File: src/bcs_defines.svh
`ifndef BCS_DEFINES_SVH
`define BCS_DEFINES_SVH

// register offsets
`define BCS_OFS_CONTROL 8'h00
`define BCS_OFS_CHECK 8'h01
`define BCS_OFS_COUNT 8'h02

// control register fields
`define BCS_BIT_SELECT 3
`define BCS_BIT_BOOT 2

// reset values
`define BCS_RST_CONTROL 8'h00
`define BCS_RST_CHECK 8'hFF
`define BCS_RST_COUNT 8'h00
`define BCS_RST_BYTE 8'h00

// check value polynomial
`define BCS_CHECK_POLY 8'h07

// program memory depth
`define BCS_MEM_DEPTH 256

`endif

File: src/bcs_pkg.sv
package bcs_pkg;

	typedef logic [7:0] bcs_byte_t;
	typedef logic [7:0] bcs_addr_t;

	typedef enum logic [1:0] {
		BCS_RUN_ROM,
		BCS_LOADING,
		BCS_RUN_RAM
	} bcs_mode_e;

endpackage

File: src/bcs_bootload_control.sv
// Our own choices: the address map and strobed register access.
`timescale 1ns/1ps
`default_nettype none
`include "bcs_defines.svh"

module bcs_bootload_control (
	// clock and reset
	input wire logic sys_clk,
	input wire logic rst_n,
	// register port
	input wire bcs_pkg::bcs_addr_t reg_addr,
	input wire bcs_pkg::bcs_byte_t reg_wr_data,
	input wire logic reg_wr,
	input wire logic reg_rd,
	output bcs_pkg::bcs_byte_t reg_rd_data,
	// bootload data
	input wire logic load_valid,
	input wire bcs_pkg::bcs_addr_t load_addr,
	input wire bcs_pkg::bcs_byte_t load_data,
	// core fetch
	input wire bcs_pkg::bcs_addr_t fetch_addr,
	input wire bcs_pkg::bcs_byte_t rom_data,
	output bcs_pkg::bcs_byte_t fetch_data,
	output logic fetch_from_ram,
	// mode status
	output logic boot_mode,
	output bcs_pkg::bcs_mode_e run_mode
);

	import bcs_pkg::*;

	////////////////////////////////////////////////////////////////
	// register decode

	function automatic logic hit(input bcs_addr_t addr, input bcs_addr_t ofs);
		return addr == ofs;
	endfunction

	logic ctl_wr;
	logic chk_rd;
	assign ctl_wr = reg_wr && hit(reg_addr, `BCS_OFS_CONTROL);
	assign chk_rd = reg_rd && hit(reg_addr, `BCS_OFS_CHECK);

	////////////////////////////////////////////////////////////////
	// control register

	localparam bcs_byte_t ctl_rst_val = `BCS_RST_CONTROL;

	logic code_memory_select_reg;
	logic boot_reg;

	// reserved bits are not stored and read back as zero
	always_ff @(posedge sys_clk) begin
		if (!rst_n) begin
			code_memory_select_reg <= ctl_rst_val[`BCS_BIT_SELECT];
			boot_reg <= ctl_rst_val[`BCS_BIT_BOOT];
		end else if (ctl_wr) begin
			code_memory_select_reg <= reg_wr_data[`BCS_BIT_SELECT];
			boot_reg <= reg_wr_data[`BCS_BIT_BOOT];
		end
	end

	////////////////////////////////////////////////////////////////
	// bootload data path

	logic load_fire;
	assign load_fire = load_valid && boot_reg;

	bcs_byte_t load_count_reg;

	// restarts on each entry into bootload mode
	always_ff @(posedge sys_clk) begin
		if (!rst_n) begin
			load_count_reg <= `BCS_RST_COUNT;
		end else if (!boot_reg) begin
			load_count_reg <= `BCS_RST_COUNT;
		end else if (load_fire) begin
			load_count_reg <= load_count_reg + 8'h01;
		end
	end

	bcs_byte_t ram_q;

	bcs_program_ram u_ram (
		.sys_clk(sys_clk),
		.wr_en(load_fire),
		.wr_addr(load_addr),
		.wr_data(load_data),
		.rd_addr(fetch_addr),
		.rd_data(ram_q)
	);

	bcs_byte_t check_value;

	bcs_check_value u_check (
		.sys_clk(sys_clk),
		.rst_n(rst_n),
		.boot_en(boot_reg),
		.data_valid(load_fire),
		.data_in(load_data),
		.check_value(check_value)
	);

	////////////////////////////////////////////////////////////////
	// fetch path

	bcs_byte_t rom_data_reg;
	logic select_dly_reg;

	// rom path delayed to line up with the ram read register
	always_ff @(posedge sys_clk) begin
		if (!rst_n) begin
			rom_data_reg <= `BCS_RST_BYTE;
			select_dly_reg <= 1'b0;
		end else begin
			rom_data_reg <= rom_data;
			select_dly_reg <= code_memory_select_reg;
		end
	end

	always_ff @(posedge sys_clk) begin
		if (!rst_n) begin
			fetch_data <= `BCS_RST_BYTE;
		end else begin
			fetch_data <= select_dly_reg ? ram_q : rom_data_reg;
		end
	end

	always_ff @(posedge sys_clk) begin
		if (!rst_n) begin
			fetch_from_ram <= 1'b0;
			boot_mode <= 1'b0;
		end else begin
			fetch_from_ram <= code_memory_select_reg;
			boot_mode <= boot_reg;
		end
	end

	////////////////////////////////////////////////////////////////
	// run mode status

	bcs_mode_e mode_next;

	always_comb begin
		unique case ({boot_reg, code_memory_select_reg})
			2'b10, 2'b11: mode_next = BCS_LOADING;
			2'b01: mode_next = BCS_RUN_RAM;
			2'b00: mode_next = BCS_RUN_ROM;
		endcase
	end

	always_ff @(posedge sys_clk) begin
		if (!rst_n) begin
			run_mode <= BCS_RUN_ROM;
		end else begin
			run_mode <= mode_next;
		end
	end

	////////////////////////////////////////////////////////////////
	// read data

	bcs_byte_t rd_next;

	always_comb begin
		rd_next = `BCS_RST_BYTE;
		if (reg_rd) begin
			if (hit(reg_addr, `BCS_OFS_CONTROL)) begin
				rd_next[`BCS_BIT_SELECT] = code_memory_select_reg;
				rd_next[`BCS_BIT_BOOT] = boot_reg;
			end else if (hit(reg_addr, `BCS_OFS_CHECK)) begin
				rd_next = boot_reg ? check_value : `BCS_RST_BYTE;
			end else if (hit(reg_addr, `BCS_OFS_COUNT)) begin
				rd_next = load_count_reg;
			end
		end
	end

	// holds data only in the cycle after a read
	always_ff @(posedge sys_clk) begin
		if (!rst_n) begin
			reg_rd_data <= `BCS_RST_BYTE;
		end else begin
			reg_rd_data <= rd_next;
		end
	end

	////////////////////////////////////////////////////////////////
	// assertions

	property p_select_reaches_fetch;
		@(posedge sys_clk) disable iff (!rst_n)
		ctl_wr |=> ##2 fetch_data == ($past(reg_wr_data[`BCS_BIT_SELECT], 3)
			? $past(ram_q) : $past(rom_data_reg));
	endproperty
	a_select_reaches_fetch: assert property (p_select_reaches_fetch)
		else $error("fetch source does not follow select bit");

	property p_flag_follows_write;
		@(posedge sys_clk) disable iff (!rst_n)
		ctl_wr |=> ##1 (fetch_from_ram == $past(reg_wr_data[`BCS_BIT_SELECT], 2)
			&& boot_mode == $past(reg_wr_data[`BCS_BIT_BOOT], 2));
	endproperty
	a_flag_follows_write: assert property (p_flag_follows_write)
		else $error("mode outputs do not follow control write");

	property p_no_load_when_off;
		@(posedge sys_clk) disable iff (!rst_n)
		!boot_reg && load_valid |=> load_count_reg == `BCS_RST_COUNT;
	endproperty
	a_no_load_when_off: assert property (p_no_load_when_off)
		else $error("load accepted while bootload off");

	property p_check_moves_on_load;
		@(posedge sys_clk) disable iff (!rst_n)
		boot_reg && $past(boot_reg) && $changed(check_value) |-> $past(load_fire);
	endproperty
	a_check_moves_on_load: assert property (p_check_moves_on_load)
		else $error("check value changed without a load");

	property p_first_load_changes;
		@(posedge sys_clk) disable iff (!rst_n)
		load_fire && check_value == `BCS_RST_CHECK && load_data == 8'h00
			|=> check_value == 8'hF3;
	endproperty
	a_first_load_changes: assert property (p_first_load_changes)
		else $error("check value wrong after zero byte from seed");

	property p_check_read_gated;
		@(posedge sys_clk) disable iff (!rst_n)
		chk_rd |=> reg_rd_data == ($past(boot_reg) ? $past(check_value) : 8'h00);
	endproperty
	a_check_read_gated: assert property (p_check_read_gated)
		else $error("check register read not gated by boot bit");

	property p_seed_held;
		@(posedge sys_clk) disable iff (!rst_n)
		!boot_reg ##1 !boot_reg |=> check_value == 8'hFF && $stable(check_value);
	endproperty
	a_seed_held: assert property (p_seed_held)
		else $error("check value not held at seed while bootload off");

	property p_read_one_cycle;
		@(posedge sys_clk) disable iff (!rst_n)
		!reg_rd |=> reg_rd_data == 8'h00;
	endproperty
	a_read_one_cycle: assert property (p_read_one_cycle)
		else $error("read data present without a read");

	property p_load_counts;
		@(posedge sys_clk) disable iff (!rst_n)
		load_fire |=> load_count_reg == $past(load_count_reg) + 8'h01;
	endproperty
	a_load_counts: assert property (p_load_counts)
		else $error("load count did not advance on an accepted byte");

	property p_check_clears_on_exit;
		@(posedge sys_clk) disable iff (!rst_n)
		$fell(boot_reg) |=> check_value == `BCS_RST_CHECK;
	endproperty
	a_check_clears_on_exit: assert property (p_check_clears_on_exit)
		else $error("check value not back at seed after leaving bootload");

	property p_rom_when_clear;
		@(posedge sys_clk) disable iff (!rst_n)
		rst_n && !code_memory_select_reg |=> ##1 fetch_data == $past(rom_data, 2);
	endproperty
	a_rom_when_clear: assert property (p_rom_when_clear)
		else $error("fetch not served from rom while select bit clear");

	property p_ram_when_set;
		@(posedge sys_clk) disable iff (!rst_n)
		rst_n && code_memory_select_reg |=> ##1 fetch_data == $past(ram_q);
	endproperty
	a_ram_when_set: assert property (p_ram_when_set)
		else $error("fetch not served from ram while select bit set");

	property p_loading_status;
		@(posedge sys_clk) disable iff (!rst_n)
		(run_mode == BCS_LOADING) == boot_mode;
	endproperty
	a_loading_status: assert property (p_loading_status)
		else $error("run mode disagrees with bootload status");

	property p_ram_status;
		@(posedge sys_clk) disable iff (!rst_n)
		(run_mode == BCS_RUN_RAM) == (fetch_from_ram && !boot_mode);
	endproperty
	a_ram_status: assert property (p_ram_status)
		else $error("run mode disagrees with fetch source");

	c_load_in_boot: cover property (@(posedge sys_clk) disable iff (!rst_n)
		load_fire ##1 load_fire);
	c_check_read: cover property (@(posedge sys_clk) disable iff (!rst_n)
		chk_rd && boot_reg && check_value != 8'hFF);
	c_run_from_ram: cover property (@(posedge sys_clk) disable iff (!rst_n)
		$rose(fetch_from_ram) && !boot_mode);
	c_boot_exit: cover property (@(posedge sys_clk) disable iff (!rst_n)
		$fell(boot_reg));
	c_read_after_write: cover property (@(posedge sys_clk) disable iff (!rst_n)
		ctl_wr ##2 chk_rd);

endmodule // bcs_bootload_control
`default_nettype wire

File: src/bcs_program_ram.sv
`timescale 1ns/1ps
`default_nettype none
`include "bcs_defines.svh"

module bcs_program_ram (
	// clock
	input wire logic sys_clk,
	// write side
	input wire logic wr_en,
	input wire bcs_pkg::bcs_addr_t wr_addr,
	input wire bcs_pkg::bcs_byte_t wr_data,
	// read side
	input wire bcs_pkg::bcs_addr_t rd_addr,
	output bcs_pkg::bcs_byte_t rd_data
);

	import bcs_pkg::*;

	bcs_byte_t mem [`BCS_MEM_DEPTH];

	always_ff @(posedge sys_clk) begin
		if (wr_en) begin
			mem[wr_addr] <= wr_data;
		end
	end

	always_ff @(posedge sys_clk) begin
		rd_data <= mem[rd_addr];
	end

endmodule // bcs_program_ram
`default_nettype wire

File: src/bcs_check_value.sv
`timescale 1ns/1ps
`default_nettype none
`include "bcs_defines.svh"

module bcs_check_value (
	// clock and reset
	input wire logic sys_clk,
	input wire logic rst_n,
	// control
	input wire logic boot_en,
	input wire logic data_valid,
	input wire bcs_pkg::bcs_byte_t data_in,
	// result
	output bcs_pkg::bcs_byte_t check_value
);

	import bcs_pkg::*;

	bcs_byte_t check_reg;
	bcs_byte_t check_next;

	// one byte of crc-8, msb first
	function automatic bcs_byte_t crc_step(input bcs_byte_t crc, input bcs_byte_t data);
		bcs_byte_t c;
		c = crc ^ data;
		for (int i = 0; i < 8; i++) begin
			c = c[7] ? ((c << 1) ^ `BCS_CHECK_POLY) : (c << 1);
		end
		return c;
	endfunction

	always_comb begin
		check_next = check_reg;
		if (!boot_en) begin
			check_next = `BCS_RST_CHECK;
		end else if (data_valid) begin
			check_next = crc_step(check_reg, data_in);
		end
	end

	always_ff @(posedge sys_clk) begin
		if (!rst_n) begin
			check_reg <= `BCS_RST_CHECK;
		end else begin
			check_reg <= check_next;
		end
	end

	assign check_value = check_reg;

endmodule // bcs_check_value
`default_nettype wire

File: config.mk
export PLATFORM = sky130hd
export DESIGN_NAME = bcs_bootload_control
export DESIGN_NICKNAME = d
export VERILOG_FILES = /design/src/bcs_pkg.sv /design/src/bcs_bootload_control.sv /design/src/bcs_program_ram.sv /design/src/bcs_check_value.sv
export VERILOG_INCLUDE_DIRS = /design/src /design/src/src
export SDC_FILE = /design/constraint.sdc
export NUM_CORES = 2
export LEC_CHECK = 0
export ABC_CLOCK_PERIOD_IN_PS = 2650
export BUFFER_PORTS_ARGS = -buffer_cell sky130_fd_sc_hd__buf_2
export CORE_AREA = 2 2 429 431
export CTS_BUF_LIST = sky130_fd_sc_hd__clkbuf_8
export CTS_CLUSTER_DIAMETER = 200
export DETAILED_ROUTE_END_ITERATION = 7
export DIE_AREA = 0 0 431 433
export HOLD_SLACK_MARGIN = 0.1
export PLACE_DENSITY = 0.74
export SYNTH_ARGS = -nofsm -noshare
export SYNTH_HDL_FRONTEND = slang
export SYNTH_SLANG_ARGS = --single-unit
export TNS_END_PERCENT = 20
File: constraint.sdc
create_clock -name sys_clk -period 2.65 [get_ports sys_clk]
set_clock_uncertainty 0.2 [all_clocks]
set_input_delay 0.6625 -clock sys_clk [delete_from_list [all_inputs] [get_ports sys_clk]]
set_output_delay 0.6625 -clock sys_clk [all_outputs]
set_load 0.05 [all_outputs]
-- After elaboration in Yosys (flattened, before gate mapping)
Memory sizes are Yosys's and may differ from the RTL's. A register that Yosys moved wholly into a read port is not among the register bits.
Cells that the tools add are included.
Widths: inputs -> output; s select.
- $add $sub $neg: 1
- $mul: 0
- div/mod/pow operators: 0
- magnitude comparators: 0
- eq/ne operators: 5
- shifts and indexed selects: 0
- muxes and demuxes: 16
- bitwise gates (word level): 11
- reduce and logical (&&, ||, !) cells: 8
- operators by type and width (cell ; number):
    $mux 8 ; 4
    $mux 3 ; 8
    $not 3->3 ; 8
    $add 8x1->8 const B ; 1
    $eq 8x1->1 const B ; 1
    $eq 8x2->1 const B ; 1
    $logic_not 8->1 ; 1
    $xor 8x8->8 ; 1
    $pmux 2 s3 ; 1
    $eq 2x2->1 const B ; 2
    $reduce_and 2->1 ; 2
    $reduce_or 3->1 ; 1
    $eq 2x1->1 const B ; 1
    $logic_and 1x1->1 ; 2
    $logic_not 2->1 ; 1
    $mux 1 ; 2
    $mux 2 ; 1
    $not 1->1 ; 2
    $reduce_or 2->1 ; 1
- register bits: 46
- bits in latches: 0
- bits in writable memories: 2048
- memory bits (read-only): 0
- bits of input ports: 53
- output and inout port bits: 20
- memories kept: 1
- memory list (name ; depth ; bits a word ; read ports ; clocked after Yosys merged registers in ; wr ports ; line ; source):
    u_ram.mem ; 256 ; 8 ; 1 ; 1 ; 1 ; bcs_program_ram.sv:19 ; bcs_byte_t mem [`BCS_MEM_DEPTH];

-- Depth between registers and ports, before layout
- depth after elaboration: 17
- gate-level depth with buffers: 11

-- Cells and area by module
A second synthesis with hierarchy kept.
- cell total of the unflattened synthesis: 3938
- area, all modules: 81603.3 um2
- by module, submodules not included (module ; instances ; cells each ; area an instance (um2) ; seq. area each (um2)):
    bcs_program_ram ; 1 ; 3733 ; 79556.3 ; 61659.1
    bcs_bootload_control ; 1 ; 150 ; 1466.4 ; 760.7
    bcs_check_value ; 1 ; 55 ; 580.6 ; 160.2

-- Worst setup path after synthesis
OpenSTA, ideal clock, no wires.
- path type: input -> register
- from: input fetch_addr[0]
- to: register u_ram.rd_data[1] (read register of u_ram.mem)
- library setup time: 124 ps
- data arrival time: 2398 ps
- data required time: 2326 ps
- setup slack: -72 ps
- stages on the path: 9
- buffers on the path: 4
- cells stage by stage: buf_6 buf_12 buf_4 buf_4 mux4_2 a22oi_1 a21oi_1 nor4_1 nor4_1
- RTL lines (item ; line ; source):
    start: declaration ; bcs_bootload_control.sv:21 ; input wire bcs_pkg::bcs_addr_t fetch_addr,
    end: declaration ; bcs_program_ram.sv:14 ; output bcs_pkg::bcs_byte_t rd_data

==> impl_metrics.ini <==
[outcome]
status = complete, no violations

[sta]
finalMaxSlewViolations = 0
hold_viol_final = 0
fin_setup_tns_ps = 0
final.period_utilization_pct = 99.34
rsz0062_at_grt = no
min_period_ps = 2632
fmax_ghz = 0.3799
finalSetupViolations = 0
tightest_slew_ps = 925.8
slew_headroom_pct = 38.05

[worst_setup_path]
endpoint_kind = flop
cp.required_ps = 3370
cp_max_fo = 1
setup.worst_path.class = reg -> reg
cp_data_arrival_time_ps = 3350
cp-start-kind = flop

[clock_tree]
cts_sinks = 2102
cts_buffers = 336
clock_latency_ps = 1050
cts_setup_buffers = 0
clk_path_buf_depth = 4
cts_max_level = 5
clk_pin_slew_ps = 60
cts_tree = done
ctsRootBufferMaster = clkbuf_8

[yosys]
netlist_instances = 3962
synth_ff_type = edfxtp_1
yosysWarnings = 0
syn_nets = 4016
ys_types = 62
async_flop_share_pct = 0
yosys_register_bits = 2102
syn_avg_cell_area_sq_um = 20.58
synthesis.area_sq_mm = 0.08153
synth-seq-area-share_pct = 76.76
synth_edf_count = 2048

[global_route]
grt-ovfl-total = 0
grt_pass1_wl_microns = 295800
grt_pass1_vias = 44820
grtUsageTotal_pct = 21.62
grt_max_degree = 175
antenna_found_initial = 11

[job]
cap_violations = 0

[power_and_ir_drop]
intPower_mw = 50.65
power.share.clock_pct = 37.9
pwr_density_cell_mw_per_mm2 = 672.2
switchingPower_mw = 14.31
leakage_nw = 32.21
comb_power_share_pct = 5.8
switching_share_pct = 22.03
seqPwrFrac_pct = 56.3
fin_total_pwr_mw = 64.97
peakVddDrop_mv = 0.4291

[floorplan]
start_util_pct = 44.77
core_area_sq_mm = 0.1821
io_pins = 73
rows = 157
die_y_microns = 433
die_area_sq_mm = 0.1866
die_x_microns = 431

[placed_design]
port_buffers = 66
hpwl_microns = 134200
placed_area_sq_mm = 0.09024
gp_congestion = 0.9074
dp.cells = 6919

[drt]
num_vias = 44270
drt_first_pass_iters = 7
routed_wl_microns = 203200
drc = 0
drt-wirelength-per-cell_microns = 26.92
via_per_inst = 5.866
ant_nets = 0
drt_iter0_drc = 5456

[layout]
seqCellArea_sq_mm = 0.06258
fill_cells = 13520
stdcell_count = 7547
largest_reg_flops = 2048
layout-drive-gt1-share_pct = 31.96
regMostFlops = u_ram.mem
finalInstanceArea_sq_mm = 0.09666
multiInputGateArea_sq_mm = 0.01749
syn2layout_area_growth_pct = 18.56
layout.nets = 4980

[min_path]
hp-class = in -> reg
cell usage in the layout, fill, tap and decap left out, types with 7 or more instances in the layout:
cell,synthesis,layout
nor4_1,19,17
a22oi_1,159,159
clkinv_2,0,25
nand3_1,39,39
xnor2_1,15,15
o22ai_1,29,29
dlygate4sd3_1,0,54
clkbuf_8,0,354
or2_2,7,7
dfxtp_1,54,53
o22a_1,7,7
o221ai_1,33,33
edfxtp_1,2048,2048
nand4_1,14,14
mux4_1,19,19
and2_1,14,13
nand2b_1,9,9
buf_2,28,55
mux2i_1,162,162
nor2_2,0,7
nor2b_1,36,32
inv_1,5,116
buf_12,12,94
nand2_1,65,65
mux4_2,421,421
o21ai_0,30,29
a211oi_1,23,23
a22o_1,16,16
xor2_1,8,8
nor2_1,296,286
a21oi_1,96,96
nor3_1,26,25
buf_4,32,651
clkinv_1,2,76
worst max-delay path, cell delays in order (launching register included):
cell	delay [ps]
edfxtp_1	400
mux4_2	490
a22oi_1	300
a21oi_1	180
nor4_1	640
buf_4	240
nor4_1	50
routing by layer:
layer  routed length (microns)  GRT usage [%]  up-vias
li1                          -              -    18420
met1                     76980          28.93    22840
met2                     98040          34.93     2610
met3                     20560          4.622      406
met4                      7618          8.312        0
met5                         0              0        -
metrics by stage:
step	setup WS, ps	hold WS (ps)	utilization (%)
finish	17.51	163.6	53.08
global placement	-1005	268.7	49.55
floorplan	-26.52	235.8	-
detailed placement	-993.9	268.3	49.55
CTS	-6.702	101.3	53.05
global route	7.288	137.4	53.08
cells by family (layout without fill, tap and decap cells):
| group | after synthesis | in the layout | share of synthesized area (%) |
|---|---|---|---|
| other | 0 | 5 | 0 |
| muxes | 602 | 602 | 14.23 |
| buffers and inverters | 247 | 1442 | 1.900 |
| adders and majority gates | 1 | 1 | 0.01534 |
| AOI/OAI and AO/OA | 440 | 440 | 3.755 |
| DFF | 2102 | 2102 | 76.76 |
| xor gates and xnor gates | 26 | 26 | 0.3300 |
| and+or+nand+nor | 544 | 544 | 3.008 |
cells in the mapped netlist (all sizes together) (3+ instances only):
cell    instances  area (sq um)
o22a            8         71.32
nand3b          3         22.52
a31oi           4         25.02
nand2          65         244.0
and3b           3         26.28
o31ai           6         45.04
nor3           26         130.1
o221ai         33         289.0
a22o           16         140.1
o22ai          29         181.4
xor2            8         70.07
nand4          14         87.58
xnor3           3         67.56
nand3          39         195.2
nor2b          36         225.2
and3            4         25.02
a211o           3         26.28
a22oi         159          1194
nand2b          9         56.30
o211ai          6         45.04
mux2i         162          1622
inv             5         18.77
nor4           19         118.9
edfxtp       2048         61500
and2           14         87.58
a221oi          6         52.55
a21boi          4         30.03
o21ai          30         150.1
nor2          296          1111
a211oi         23         172.7
a21oi          96         480.5
mux4          440          9981
buf           118          1060
dfxtp          54          1081
a311oi          6         65.06
a32oi           5         43.79
xnor2          15         131.4
clkbuf        122         462.9
or2             7         43.79
worst paths after layout:
path                          startpoint                     endpoint  slack [ps]  depth (start not counted)
max          u_ram.mem[190][1]$_DFFE_PP_     u_ram.rd_data[1]$_DFF_P_          20                          6
min                         load_addr[5]  u_ram.mem[176][5]$_DFFE_PP_         160                          4
max reg2reg  u_ram.mem[190][1]$_DFFE_PP_     u_ram.rd_data[1]$_DFF_P_          20                          6
min reg2reg        boot_reg$_SDFFE_PN0P_       run_mode[1]$_SDFF_PN0_         280                          1
timing repair:
action                                  CTS  global route
hold buffers                             54             0
resized for setup                         6            12
endpoints found under the hold margin   947             0
endpoints found under the setup margin    8            35
final cells by class:
cell class	count	area share (%)
sequential	2102	64.75
antenna	5	0.01294
clock inverter	220	1.043
clock buffer	349	4.969
multi-input combinational	1613	18.09
inverter	7	0.02718
tap	2385	3.087
timing repair buffer	866	8.023
power by group through the flow:
stage	logic [mW]	clock network, mW	registers [mW]
2_1_floorplan	1.77	0	37.2
3_3_place_gp	3.61	0	37.2
6_report	3.77	24.6	36.6
3_5_place_dp	3.69	0	37.2
5_1_grt	3.95	26.4	36.5
4_1_cts	3.76	25.0	36.5
(Power assumes the default switching activity.)
